--- config.mk ---
export PLATFORM = sky130hd
export DESIGN_NAME = evr_channel
export DESIGN_NICKNAME = d
export VERILOG_FILES = /design/src/core/evr_pkg.sv /design/src/core/evr_channel.sv
export VERILOG_INCLUDE_DIRS = /design/src /design/src/core
export SDC_FILE = /design/constraint.sdc
export NUM_CORES = 1
export LEC_CHECK = 0
export BUFFER_PORTS_ARGS = -buffer_cell sky130_fd_sc_hd__buf_4
export CAP_MARGIN = 20
export CORE_ASPECT_RATIO = 1.75
export CORE_MARGIN = 4
export CORE_UTILIZATION = 41
export DETAILED_ROUTE_END_ITERATION = 8
export GPL_TIMING_DRIVEN = 0
export PLACE_DENSITY = 0.76
export SETUP_SLACK_MARGIN = 0.4
export SLEW_MARGIN = 20
export SYNTH_ARGS = -nofsm -noshare
export SYNTH_HDL_FRONTEND = slang
export SYNTH_SLANG_ARGS = --single-unit
--- constraint.sdc ---
create_clock -name CLK_I -period 1.5 [get_ports CLK_I]
set_input_delay 0.225 -clock CLK_I [delete_from_list [all_inputs] [get_ports CLK_I]]
set_output_delay 0.225 -clock CLK_I [all_outputs]
set_load 0.01 [all_outputs]
--- src/core/evr_defs.svh ---
// Offsets, field positions, reset values and timing counts of the event router channel.
// Assumes a 125 MHz core clock; the channel generic clock is an enable pulse derived from it.
// Functional notes
// A user acknowledge clears the busy bit but the channel stays busy until the next generic clock tick.
// A generator event during that extra tick raises the overrun flag.
// Software waits one generic clock tick after busy clears before its next software event.
// Users of non-software generators watch the overrun flag for spurious overruns.
// A software event on a resynchronized path sets busy only after a delay, and events then are dropped silently.
// Software allows three generic clock ticks after a resynchronized software event before another.
// After enabling, the channel is busy for one tick while its busy bit reads clear.
// Software waits one tick after enabling before the first trigger.
// Synchronous mode with a free-running generic clock may flag a spurious overrun; on-request clocking avoids it.
// A pin controller user on a synchronous or resynchronized path never acknowledges after the first event.
// Software routes events to the pin controller only over the asynchronous path.
// A non-asynchronous event sets busy, acknowledge clears it, and a generator event while busy sets overrun.
`ifndef EVR_DEFS_SVH
`define EVR_DEFS_SVH
`define EVR_OFS_CTRL 4'h0
`define EVR_OFS_STATUS 4'h4
`define EVR_OFS_FLAG 4'h8
`define EVR_OFS_MASK 4'hC
`define EVR_CTRL_EN 0
`define EVR_CTRL_PATH_LO 1
`define EVR_CTRL_ON_REQ 3
`define EVR_CTRL_PIN_USER 4
`define EVR_CTRL_SWEVT 5
`define EVR_CTRL_RESET 5'h00
`define EVR_CLK_NS 8
`define EVR_GCLK_NS 32
`define EVR_GCLK_CYC (`EVR_GCLK_NS / `EVR_CLK_NS)
`define EVR_RESYNC_TICKS 3
`endif

--- src/core/evr_pkg.sv ---
// Types of the event router channel.
// Used with full package scope; constants live in evr_defs.svh.
package evr_pkg;
    typedef enum logic [1:0] {
        EVR_PATH_ASYNC = 2'h0,
        EVR_PATH_SYNC = 2'h1,
        EVR_PATH_RESYNC = 2'h2
    } evr_path_t;
endpackage

--- src/core/evr_channel.sv ---
// One event router channel: path selection, busy tracking, overrun flag and a register port.
// Assumes all inputs synchronous to CLK_I; events and acknowledges are one-cycle pulses.
//
// Local design decisions: the address-and-strobe port and the register offsets.
`timescale 1ns/1ps
`include "evr_defs.svh"
module evr_channel #(
    parameter int GCLK_DIV = `EVR_GCLK_CYC
) (
    input wire logic CLK_I,
    input wire logic RSTN_I,
    input wire logic [3:0] ADDR_I,
    input wire logic [31:0] WDATA_I,
    input wire logic WR_I,
    input wire logic RD_I,
    output logic [31:0] RDATA_O,
    input wire logic EVT_GEN_I,
    input wire logic USER_ACK_I,
    output logic EVT_USER_O,
    output logic IRQ_O
);
    logic [4:0] ctrl_q, ctrl_d;
    logic busy_q, busy_d, tail_q, tail_d, start_q, start_d;
    logic pend_q, pend_d;
    logic [1:0] pcnt_q, pcnt_d;
    logic ovr_q, ovr_d, mask_q, mask_d, user_q, user_d;
    logic [31:0] rdata_q, rdata_d;
    logic [7:0] div_q, div_d;
    logic tick, swevt, ev, ack, idle, need_clk, en;
    evr_pkg::evr_path_t path;

    function automatic logic hit(input logic [3:0] a, input logic [3:0] ofs);
        hit = (a == ofs);
    endfunction

    assign en = ctrl_q[`EVR_CTRL_EN];
    assign path = evr_pkg::evr_path_t'(ctrl_q[`EVR_CTRL_PATH_LO +: 2]);
    assign swevt = WR_I && hit(ADDR_I, `EVR_OFS_CTRL) && WDATA_I[`EVR_CTRL_SWEVT];
    assign ev = en && (EVT_GEN_I || swevt);
    // Pin controller user on a clocked path never acknowledges; its acknowledge is ignored
    assign ack = USER_ACK_I && !(ctrl_q[`EVR_CTRL_PIN_USER] && path != evr_pkg::EVR_PATH_ASYNC);
    assign idle = !busy_q && !tail_q && !start_q && !pend_q;
    assign need_clk = !ctrl_q[`EVR_CTRL_ON_REQ] || !idle;
    assign tick = need_clk && (div_q == 8'(GCLK_DIV - 1));

    // Generic clock enable; on request it only runs while the channel has work
    always_comb
    begin
        div_d = 8'h00;
        if (need_clk && !tick)
        begin
            div_d = div_q + 8'h01;
        end
    end

    always_comb
    begin
        ctrl_d = ctrl_q;
        mask_d = mask_q;
        busy_d = busy_q;
        tail_d = tail_q && !tick;
        start_d = start_q && !tick;
        pend_d = pend_q;
        pcnt_d = pcnt_q;
        user_d = 1'b0;
        ovr_d = ovr_q;
        rdata_d = 32'h00000000;
        if (WR_I && hit(ADDR_I, `EVR_OFS_CTRL))
        begin
            ctrl_d = WDATA_I[4:0];
            if (WDATA_I[`EVR_CTRL_EN] && !en)
            begin
                start_d = 1'b1;
            end
        end
        if (WR_I && hit(ADDR_I, `EVR_OFS_MASK))
        begin
            mask_d = WDATA_I[0];
        end
        if (WR_I && hit(ADDR_I, `EVR_OFS_FLAG) && WDATA_I[0])
        begin
            ovr_d = 1'b0;
        end
        if (ack && busy_q)
        begin
            busy_d = 1'b0;
            tail_d = 1'b1;
        end
        if (pend_q && tick)
        begin
            pcnt_d = pcnt_q + 2'h1;
            if (pcnt_q == 2'(`EVR_RESYNC_TICKS - 1))
            begin
                pend_d = 1'b0;
                busy_d = 1'b1;
                user_d = 1'b1;
            end
        end
        if (ev)
        begin
            if (path == evr_pkg::EVR_PATH_ASYNC)
            begin
                user_d = 1'b1;
            end
            else if (pend_q)
            begin
                pend_d = 1'b1;
            end
            else if (busy_q || tail_q || start_q)
            begin
                ovr_d = 1'b1;
            end
            else if (swevt && path == evr_pkg::EVR_PATH_RESYNC)
            begin
                pend_d = 1'b1;
                pcnt_d = 2'h0;
            end
            else
            begin
                busy_d = 1'b1;
                user_d = 1'b1;
                if (path == evr_pkg::EVR_PATH_SYNC && !ctrl_q[`EVR_CTRL_ON_REQ] && tick)
                begin
                    ovr_d = 1'b1;
                end
            end
        end
        if (!ctrl_d[`EVR_CTRL_EN])
        begin
            busy_d = 1'b0;
            tail_d = 1'b0;
            start_d = 1'b0;
            pend_d = 1'b0;
        end
        if (RD_I)
        begin
            unique case (ADDR_I)
                `EVR_OFS_CTRL: rdata_d = {27'h0, ctrl_q};
                `EVR_OFS_STATUS: rdata_d = {30'h0, pend_q, busy_q};
                `EVR_OFS_FLAG: rdata_d = {31'h0, ovr_q};
                `EVR_OFS_MASK: rdata_d = {31'h0, mask_q};
                default: rdata_d = 32'h00000000;
            endcase
        end
    end

    always_ff @(posedge CLK_I or negedge RSTN_I)
    begin
        if (!RSTN_I)
        begin
            ctrl_q <= `EVR_CTRL_RESET;
            mask_q <= 1'b0;
            busy_q <= 1'b0;
            tail_q <= 1'b0;
            start_q <= 1'b0;
            pend_q <= 1'b0;
            pcnt_q <= 2'h0;
            user_q <= 1'b0;
            ovr_q <= 1'b0;
            rdata_q <= 32'h00000000;
            div_q <= 8'h00;
        end
        else
        begin
            ctrl_q <= {ctrl_d[4:1], ctrl_d[0]};
            mask_q <= mask_d;
            busy_q <= busy_d;
            tail_q <= tail_d;
            start_q <= start_d;
            pend_q <= pend_d;
            pcnt_q <= pcnt_d;
            user_q <= user_d;
            ovr_q <= ovr_d;
            rdata_q <= rdata_d;
            div_q <= div_d;
        end
    end

    assign RDATA_O = rdata_q;
    assign EVT_USER_O = user_q;
    assign IRQ_O = ovr_q && mask_q;

    property p_tail_overrun;
        @(posedge CLK_I) disable iff (!RSTN_I)
        (en && tail_q && EVT_GEN_I && path != evr_pkg::EVR_PATH_ASYNC && !pend_q) |=> ovr_q;
    endproperty
    a_tail_sets_overrun: assert property (p_tail_overrun) else $error("event in tail did not flag overrun");
    a_ack_clears_busy: assert property (@(posedge CLK_I) disable iff (!RSTN_I)
        (busy_q && ack && en && !ev && !(pend_q && tick) && !(WR_I && hit(ADDR_I, `EVR_OFS_CTRL))) |=>
        (!busy_q && tail_q))
        else $error("acknowledge did not clear busy into tail");
    a_tail_ends_tick: assert property (@(posedge CLK_I) disable iff (!RSTN_I)
        (tail_q && tick) |=> !tail_q) else $error("tail outlived its tick");
    a_pend_drops_event: assert property (@(posedge CLK_I) disable iff (!RSTN_I)
        (pend_q && !ovr_q && !tick && !(WR_I && hit(ADDR_I, `EVR_OFS_FLAG))) |=> (!ovr_q && !busy_q))
        else $error("event during resync delay was not dropped");
    a_start_hidden: assert property (@(posedge CLK_I) disable iff (!RSTN_I)
        (!en && WR_I && hit(ADDR_I, `EVR_OFS_CTRL) && WDATA_I[0] && !WDATA_I[`EVR_CTRL_SWEVT]) |=>
        (start_q && !busy_q)) else $error("enable did not start hidden busy tick");
    a_pin_no_ack: assert property (@(posedge CLK_I) disable iff (!RSTN_I)
        (busy_q && ctrl_q[`EVR_CTRL_PIN_USER] && path != evr_pkg::EVR_PATH_ASYNC && en &&
        !(WR_I && hit(ADDR_I, `EVR_OFS_CTRL))) |=> busy_q) else $error("pin user acknowledge cleared busy");
    a_busy_overrun: assert property (@(posedge CLK_I) disable iff (!RSTN_I)
        (en && busy_q && EVT_GEN_I && path != evr_pkg::EVR_PATH_ASYNC && !pend_q) |=> ovr_q)
        else $error("event while busy did not flag overrun");
    a_irq_follows: assert property (@(posedge CLK_I) disable iff (!RSTN_I)
        (ovr_q && mask_q) |-> IRQ_O) else $error("masked-in overrun without interrupt");
    a_flag_clear: assert property (@(posedge CLK_I) disable iff (!RSTN_I)
        (ovr_q && WR_I && hit(ADDR_I, `EVR_OFS_FLAG) && WDATA_I[0] && !ev) |=> !ovr_q)
        else $error("overrun flag did not clear on write of one");
    // Free-running clock, synchronous path: an idle event on a tick is delivered and also flags overrun
    a_free_tick_overrun: assert property (@(posedge CLK_I) disable iff (!RSTN_I)
        (en && idle && tick && EVT_GEN_I && path == evr_pkg::EVR_PATH_SYNC &&
        !ctrl_q[`EVR_CTRL_ON_REQ]) |=> ovr_q)
        else $error("event on free-running tick did not flag overrun");
    a_on_request_clean: assert property (@(posedge CLK_I) disable iff (!RSTN_I)
        (en && idle && !ovr_q && EVT_GEN_I && path != evr_pkg::EVR_PATH_ASYNC && ctrl_q[`EVR_CTRL_ON_REQ] &&
        !WR_I) |=> (!ovr_q && busy_q))
        else $error("on-request clock flagged an overrun");
    c_resync_done: cover property (@(posedge CLK_I) disable iff (!RSTN_I) $fell(pend_q) && busy_q);
    c_tail_overrun: cover property (@(posedge CLK_I) disable iff (!RSTN_I) tail_q ##1 $rose(ovr_q));
    c_async_pass: cover property (@(posedge CLK_I) disable iff (!RSTN_I)
        path == evr_pkg::EVR_PATH_ASYNC && EVT_USER_O);
    c_free_overrun: cover property (@(posedge CLK_I) disable iff (!RSTN_I)
        tick && idle && ev && !ctrl_q[`EVR_CTRL_ON_REQ]);
    c_pin_overrun: cover property (@(posedge CLK_I) disable iff (!RSTN_I)
        ctrl_q[`EVR_CTRL_PIN_USER] && busy_q && ev);
endmodule

==> results.yml, run 1 <==
outcome:
  status: "completed"
global_route:
  grt.overflow.total: 0
  track_usage_pct: 15.01
  grt_start_max_net_pins: 28
  grt_pass1_wl_um: 5347
  first_global_vias: 1208
  antenna_found_initial: 0
logic_synthesis:
  yosys.area.top_type: "dfrtp_1"
  avgSynthCellArea_sq_um: 9.894
  syn_inst: 152
  synth_edf_count: 0
  ys_warn_count: 0
  netlist_top_cells_area: "dfrtp_1, buf_4, nand3_1, nor2_1, mux2_2"
  synth.cell_area_sq_mm: 0.001504
  async_reset_ff_share_pct: 100.0
  synth_flop_cell: "dfrtp_1"
  synth_seq_area_share_pct: 44.93
  synth_cell_types: 32
  synthTopCellsByCount: "buf_4, dfrtp_1, nor2_1, nand2_1, nand3_1"
  yosysTopAreaCellShare_pct: 44.93
  ys_seq_elements: 27
layout:
  syn2layout_area_growth_pct: 38.60
  num_antenna_cells: 0
  fin_area_sq_mm: 0.002085
  nets: 263
  drive_gt1_share_pct: 43.12
  n_fill_cell: 308
place:
  portBuffers: 21
  place.gp.congestion: 0.7917
  post_dp_cell_area_sq_mm: 0.001856
  dp_hpwl_um: 2402
  pre_cts_ws_ns: -0.08092
power:
  swShare_pct: 32.94
  power_per_cell_area_mw_per_mm2: 1074
  power_frac_seq_pct: 43.9
  peakVddDrop_mv: 0.6671
  power.clock.fraction_pct: 18.0
  p_comb_share_pct: 38.1
  leakagePower_uw: 0.001075
  internal_power_uw: 1501
  p_switching_uw: 737.4
timing:
  finalHoldViolations: 0
  slew_viol_final: 0
  finalClockSkew_ns: 0.002788
  fin_crit_ns: 1.452
  hold_ws_ns: 0.1544
  max_freq_ghz: 0.6885
  setup_viol: 0
  worst_slack_ns: 0.04765
  min_period_over_period_pct: 96.82
  rsz0062_at_grt: "true"
floorplan:
  placementRows: 28
  die_area_sq_mm: 0.004740
  initial_core_util_pct: 43.36
  die_x_um: 53.79
  io_pins: 76
  core_sq_mm: 0.003468
  die_h_um: 88.12
worst_setup_path:
  crit_chain: "nor4_1, nand2_1, nand2_2, nor2_1"
  ff2ff_path_depth: 4
  worstPathArrival_ns: 1.62
  crit_buf_inv: 0
  max_stage_delay_ns: 0.49
  startpoint: "pend_q"
  critical-path-slowest-cell: "dfrtp_1"
  r2r_slack_ns: 0.05
  required_ns: 1.66
  end_kind: "flop"
  path_class: "flop to flop"
  cp_num_cells: 4
  crit_fanout: 7
  r2r-end: "div_q[6]"
  endpoint: "div_q[6]"
  r2r-start: "pend_q"
  critPathLaunchType: "flop"
  critPathTopFamily: "simple AND/OR/NAND/NOR gates"
job:
  cap_violations: 0
hold_path:
  min_from: "ADDR_I[2]"
  hold_path.class: "input port to flop"
  hold_depth: 2
routing:
  first_pass_iters: 4
  post_drt_via_cell_ratio: 4.669
  drc: 0
  drtIter0Drc: 33
  wl_per_cell_um: 12.51
  vias: 1228
  drt_wl_total_um: 3289
  antenna_left: 0
cts:
  clkTransAtPathRegs_ns: 0.09
  cts_buffer_depth: 2
  cts_buffers: 3
  cts.sinks: 27
  cts_max_level: 1
  cts_root_buf: "clkbuf_8"
  clock_latency_ns: 0.27
  cts_tree: "yes"
==> state kept, by name, summed over array words and instances (netlist names), 2 cells and up <==
| name | cells |
|---|---|
| RDATA_O | 5 |
| ctrl_q | 5 |
| div_q | 8 |
| pcnt_q | 2 |
==> per-stage QoR <==
stage	setup TNS [ns]	std cells	power [uW]	utilization, %
floorplan	0	178	1423	-
global placement	-0.09371	244	1591	53.50
detailed placement	-0.1687	244	1611	53.50
CTS	0	259	2151	58.08
global route	-0.1328	263	2383	60.10
finish	0	263	2238	60.10
==> final cells by class <==
class | count | area, sq um | share of cell area [%]
tap | 45 | 56.30 | 2.701
buffer | 28 | 214.0 | 10.26
timing repair buffer | 36 | 284.0 | 13.63
multi-input combinational | 116 | 778.2 | 37.33
clock buffer | 4 | 45.04 | 2.161
sequential | 27 | 680.7 | 32.65
inverter | 7 | 26.28 | 1.261
==> repair_timing <==
| action | CTS | global route |
|---|---|---|
| hold buffers | 1 | 0 |
| endpoints found under the setup margin | 19 | 19 |
| setup buffers | 10 | 4 |
| cloned | 0 | 0 |
| gates resized for setup | 8 | 10 |
| endpoints found under the hold margin | 27 | 0 |
| pin swaps | 4 | 2 |
==> power by group through the flow <==
stage / clock network [uW] / registers (uW) / logic, uW
floorplan: 0 / 960 / 463
global placement: 0 / 990 / 601
detailed placement: 0 / 997 / 614
CTS: 410 / 977 / 763
global route: 457 / 998 / 928
finish: 402 / 984 / 853
==> cell usage in the layout, fill, tap and decap left out, drive strengths merged, types with 4 or more instances in the layout <==
cell type  netlist  routed
nand3           10      10
and2             5       5
clkbuf           0       4
nor2            14      14
mux2             4       4
nor3             4       4
inv              7       7
dfrtp           27      27
buf             28      63
nand2           13      13
xor2             5       5
and3             4       4
conb             1      27
==> worst min path at each step <==
stage / to / slack [ns]
after floorplan: EVT_USER_O / -0.07
after global placement: RDATA_O[0] / 0.15
after detailed placement: RDATA_O[0] / 0.16
after CTS: RDATA_O[2] / 0.16
after global routing: RDATA_O[2] / 0.15
final: RDATA_O[2] / 0.15
==> metal layers <==
| metal | up-vias | part of all wire [%] | global-route usage (%) |
|---|---|---|---|
| met5 | - | 0 | 0 |
| met4 | 0 | 3.2 | 6.512 |
| met3 | 11 | 6.4 | 1.874 |
| met2 | 51 | 54 | 27.15 |
| met1 | 568 | 36 | 16.76 |
| li1 | 598 | - | - |
==> logic make-up (layout without fill, tap and decap cells) <==
group / after synthesis / after routing / share of synthesized area (%)
other cells: 1 / 27 / 0.2493
compound gates: 15 / 15 / 6.739
buf+inv: 35 / 75 / 15.56
flops: 27 / 27 / 44.93
fa+ha+maj: 2 / 2 / 1.664
mux: 8 / 8 / 6.489
xor+xnor: 7 / 7 / 4.077
simple gates: 57 / 57 / 20.30
Note: power is estimated with default switching activity, not from simulation.
==> inputs of run 2 (changes only) <==
--- a/config.mk
+++ b/config.mk
@@ -12,7 +12,6 @@
 export CORE_MARGIN = 4
 export CORE_UTILIZATION = 41
 export DETAILED_ROUTE_END_ITERATION = 8
-export GPL_TIMING_DRIVEN = 0
 export PLACE_DENSITY = 0.76
 export SETUP_SLACK_MARGIN = 0.4
 export SLEW_MARGIN = 20
==> results.yml, run 2 (same netlist as run 1, synthesis figures left out) <==
outcome:
  status: "completed"
floorplan:
  initial_core_util_pct: 43.36
  die_h_um: 88.12
  die_area_sq_mm: 0.004740
  die_x_um: 53.79
  core_sq_mm: 0.003468
  io_pins: 76
  placementRows: 28
routing:
  drc: 0
  drt_wl_total_um: 3384
  drtIter0Drc: 27
  vias: 1186
  first_pass_iters: 4
  wl_per_cell_um: 14.10
  post_drt_via_cell_ratio: 4.942
  antenna_left: 0
global_route:
  use_met3_pct: 2.044
  grt.overflow.total: 0
  met2_usage_pct: 25.72
  track_usage_pct: 14.65
  grt_start_max_net_pins: 28
  grt.busiest_layer: "met2"
  grt_use_met1_pct: 17.14
  antenna_found_initial: 0
  first_global_vias: 1130
  grt_pass1_wl_um: 5133
place:
  portBuffers: 22
  place_inst: 228
  place.gp.congestion: 0.8173
  dp_hpwl_um: 2349
  pre_cts_ws_ns: 0.001081
power:
  leakagePower_uw: 0.0009575
  power_per_cell_area_mw_per_mm2: 1171
  peakVddDrop_mv: 0.8090
worst_setup_path:
  startpoint: "div_q[0]"
  path_class: "flop to flop"
  crit_fanout: 2
  ff2ff_path_depth: 5
  required_ns: 1.69
  r2r_slack_ns: 0.02
  crit_chain: "ha_2, nor4b_4, and2_4, nand3_1, a31oi_1"
  end_kind: "flop"
  r2r-start: "div_q[0]"
  max_stage_delay_ns: 0.38
  cp_num_cells: 5
  endpoint: "busy_q"
  crit_buf_inv: 0
  critical-path-slowest-cell: "dfrtp_1"
  critPathTopFamily: "simple AND/OR/NAND/NOR gates"
  worstPathArrival_ns: 1.67
  r2r-end: "busy_q"
  critPathLaunchType: "flop"
cts:
  cts_buffers: 3
  clock_latency_ns: 0.27
  cts_root_buf: "clkbuf_8"
  cts_tree: "yes"
  clkTransAtPathRegs_ns: 0.09
  cts.sinks: 27
  cts_buffer_depth: 2
  cts_max_level: 1
layout:
  fin_util_pct: 56.24
  layout_commonest_cell: "buf_4"
  drive_gt1_share_pct: 37.44
  largest_reg_flops: 8
  instances_no_fill: 240
  mostFrequentLayoutCells: "buf_4, dfrtp_1, conb_1"
  num_antenna_cells: 0
  top_register: "div_q"
  syn2layout_area_growth_pct: 29.70
  n_fill_cell: 309
  nets: 240
timing:
  fin_crit_ns: 1.476
  slew_viol_final: 0
  setup_viol: 0
  rsz0062_at_grt: "true"
  worst_slack_ns: 0.02446
  min_period_over_period_pct: 98.37
  finalClockSkew_ns: 0.006889
  finalHoldViolations: 0
  max_freq_ghz: 0.6777
hold_path:
  hold_path.class: "input port to flop"
  hold_depth: 2
job:
  cap_violations: 0
[run 2: cell count changes in the layout (fill, tap and decap cells not counted), moves of 2 or more]
cell	delta
buf_4	-21
dfrtp_1	+4
dfrtp_2	-4
buf_6	-2
[run 2: metrics by stage]
stage	TNS [ns]	power [uW]	hold slack (ns)	instance area (sq um)
floorplan	0	1423	-0.07059	1642
global placement	0	1636	0.1513	1732
detailed placement	0	1656	0.1554	1732
CTS	0	2162	0.1760	1879
global route	-0.1773	2411	0.1829	1951
finish	0	2284	0.1791	1951
[run 2: repair_timing]
item,4_1_cts,5_1_grt
gates resized for setup,14,8
hold endpoints to repair,27,0
buffers inserted,4,3
hold buffers,1,0
pin swaps,6,10
setup endpoints to repair,18,19
[run 2: how the worst min path moves through the flow]
stage	startpoint	to	slack (ns)
after global routing	ADDR_I[3]	RDATA_O[1]	0.18
final	ADDR_I[3]	RDATA_O[1]	0.18
after CTS	ADDR_I[3]	RDATA_O[1]	0.18
after global placement	RSTN_I	RDATA_O[0]	0.15
after detailed placement	RSTN_I	RDATA_O[0]	0.16
after floorplan	RSTN_I	EVT_USER_O	-0.07
[run 2: area by class of cell]
class / instances / area (sq um) / share of cell area, %
timing repair buffer: 41 / 317.8 / 16.29
inverter: 7 / 26.28 / 1.347
multi-input combinational: 116 / 829.5 / 42.53
sequential: 27 / 675.6 / 34.64
tap: 45 / 56.30 / 2.886
clock buffer: 4 / 45.04 / 2.309
[run 2: per-layer routing]
layer / part of all wire, % / routed length, um
met1: 33 / 1128
met2: 57 / 1922
met3: 7.2 / 245
met4: 2.6 / 87
met5: 0 / 0
[run 2: power by group]
group	total (uW)	internal [uW]	switching (uW)
Clock	407	190	217
Sequential	951	848	103
Combinational	926	451	475
Total	2280	1490	795
[run 2: worst reg2reg max path, delay by kind of cell (launching register included)]
family	cells	cell delay, ns
flops	1	0.38
simple gates	3	0.59
compound gates	1	0.22
fa+ha+maj	1	0.20
==> inputs of run 3 (changes only) <==
--- a/config.mk
+++ b/config.mk
@@ -13,6 +13,7 @@
 export CORE_UTILIZATION = 41
 export DETAILED_ROUTE_END_ITERATION = 8
 export PLACE_DENSITY = 0.76
+export REMOVE_ABC_BUFFERS = 1
 export SETUP_SLACK_MARGIN = 0.4
 export SLEW_MARGIN = 20
 export SYNTH_ARGS = -nofsm -noshare
==> results.yml, run 3 (same netlist as run 1, synthesis figures left out) <==
outcome:
  status: "completed"
worst_setup_path:
  path_class: "flop to flop"
  r2r_slack_ns: 0.01
  max_stage_delay_ns: 0.49
  critical-path-slowest-cell: "or4_4"
  required_ns: 1.68
  ff2ff_path_depth: 3
  r2r-end: "pend_q"
  crit_fanout: 4
  critPathLaunchType: "flop"
  crit_chain: "or3_4, or4_4, o31ai_2"
  r2r-start: "tail_q"
  worstPathArrival_ns: 1.67
  end_kind: "flop"
floorplan:
  core_sq_mm: 0.003468
  die_x_um: 53.79
  initial_core_util_pct: 43.36
  die_h_um: 88.12
  placementRows: 28
  die_area_sq_mm: 0.004740
  io_pins: 76
global_route:
  first_global_vias: 1101
  grt_pass1_wl_um: 4588
  track_usage_pct: 13.31
  grt.overflow.total: 0
  grt_start_max_net_pins: 28
  antenna_found_initial: 0
layout:
  multi_input_area_sq_um: 775.7
  mostFrequentLayoutCells: "buf_4, conb_1, dfrtp_1"
  top_register: "div_q"
  layout_commonest_cell: "buf_4"
  largest_reg_flops: 8
  fin_area_sq_mm: 0.001877
  nets: 237
  drive_gt1_share_pct: 35.42
  seqCellArea_sq_um: 676.9
  num_antenna_cells: 0
  syn2layout_area_growth_pct: 24.79
  n_fill_cell: 317
routing:
  drc: 0
  drt_wl_total_um: 3098
  drtIter0Drc: 31
  antenna_left: 0
  wl_per_cell_um: 13.07
  vias: 1133
  first_pass_iters: 4
  post_drt_via_cell_ratio: 4.781
cts:
  clock_latency_ns: 0.27
  cts_tree: "yes"
  cts.sinks: 27
  cts_buffers: 3
  cts_max_level: 1
  cts_buffer_depth: 2
  cts_root_buf: "clkbuf_8"
  clkTransAtPathRegs_ns: 0.09
timing:
  finalClockSkew_ns: 0.004140
  worst_slack_ns: 0.01178
  min_period_over_period_pct: 99.21
  finalHoldViolations: 0
  setup_viol: 0
  max_freq_ghz: 0.6719
  slew_viol_final: 0
  rsz0062_at_grt: "true"
  fin_crit_ns: 1.488
place:
  post_dp_cell_area_sq_mm: 0.001720
  place.gp.congestion: 0.9091
  pre_cts_ws_ns: -0.002036
  dp_hpwl_um: 2299
  portBuffers: 22
hold_path:
  hold_end: "RDATA_O[1]"
  hold_path.class: "input port to flop"
  hold_depth: 2
  min_from: "ADDR_I[3]"
power:
  power_per_cell_area_mw_per_mm2: 1160
  power.clock.fraction_pct: 19.0
  peakVddDrop_mv: 0.4804
  power_frac_seq_pct: 44.0
  leakagePower_uw: 0.0009453
  p_comb_share_pct: 37.0
  swShare_pct: 33.60
  p_switching_uw: 731.4
  internal_power_uw: 1445
job:
  cap_violations: 0
run 3: cell types whose count changed in the layout (fill, tap and decap cells not counted), sizes merged:
cell / change
clkbuf: -1
buf: -3
clkinv: +1
run 3: power by group through the flow:
| stage | clock network [uW] | registers (uW) | logic, uW |
|---|---|---|---|
| 2_1_floorplan | 0 | 954 | 363 |
| 3_3_place_gp | 0 | 956 | 663 |
| 3_5_place_dp | 0 | 961 | 672 |
| 4_1_cts | 422 | 948 | 754 |
| 5_1_grt | 445 | 979 | 891 |
| 6_report | 413 | 958 | 806 |
run 3: layout make-up:
type,count,area share (%)
flip-flops and latches,27,36.07
repair buffers,38,15.73
well taps,45,3.000
multi-input cells,116,41.33
clock buffers,3,2.200
inverters,7,1.400
clock inverters,1,0.2667
run 3: timing repair:
action	CTS	global route
hold buffers	1	0
pin swaps	7	1
resized for setup	13	11
hold endpoints to repair	27	0
gates cloned	0	0
buffers inserted	1	0
setup endpoints to repair	18	18
run 3: critical path, delay by kind of cell, from the launching register on:
family          cells  cell delay [ns]
compound gates      1             0.08
flops               1             0.43
simple gates        2             0.88
run 3: how the worst max path moves through the flow:
stage,slack [ns],startpoint,cells after the start,to
detailed placement,-0.002,busy_q,3,pend_q
finish,0.01,tail_q,3,pend_q
global route,-0.02,div_q[0],6,ovr_q
CTS,0.06,tail_q,3,pend_q
floorplan,0.08,busy_q,3,pend_q
global placement,-0.03,busy_q,3,pend_q
run 3: layer usage:
| layer | vias up | global-route usage [%] | wire (um) |
|---|---|---|---|
| met5 | - | 0 | 0 |
| met4 | 0 | 8.605 | 99 |
| met3 | 9 | 1.193 | 223 |
| met2 | 51 | 23.07 | 1624 |
| met1 | 528 | 14.84 | 1151 |
| li1 | 545 | - | - |
run 3: through the flow:
stage               power, uW   TNS [ns]  util (%)  hold WS (ns)  std cells
floorplan                1317          0         -      -0.07059        150
global placement         1620   -0.03053     49.60        0.1539        231
detailed placement       1633  -0.002036     49.60        0.1578        231
CTS                      2125          0     52.89        0.1638        237
global route             2315   -0.07178     54.11        0.1758        237
finish                   2177          0     54.11        0.1659        237
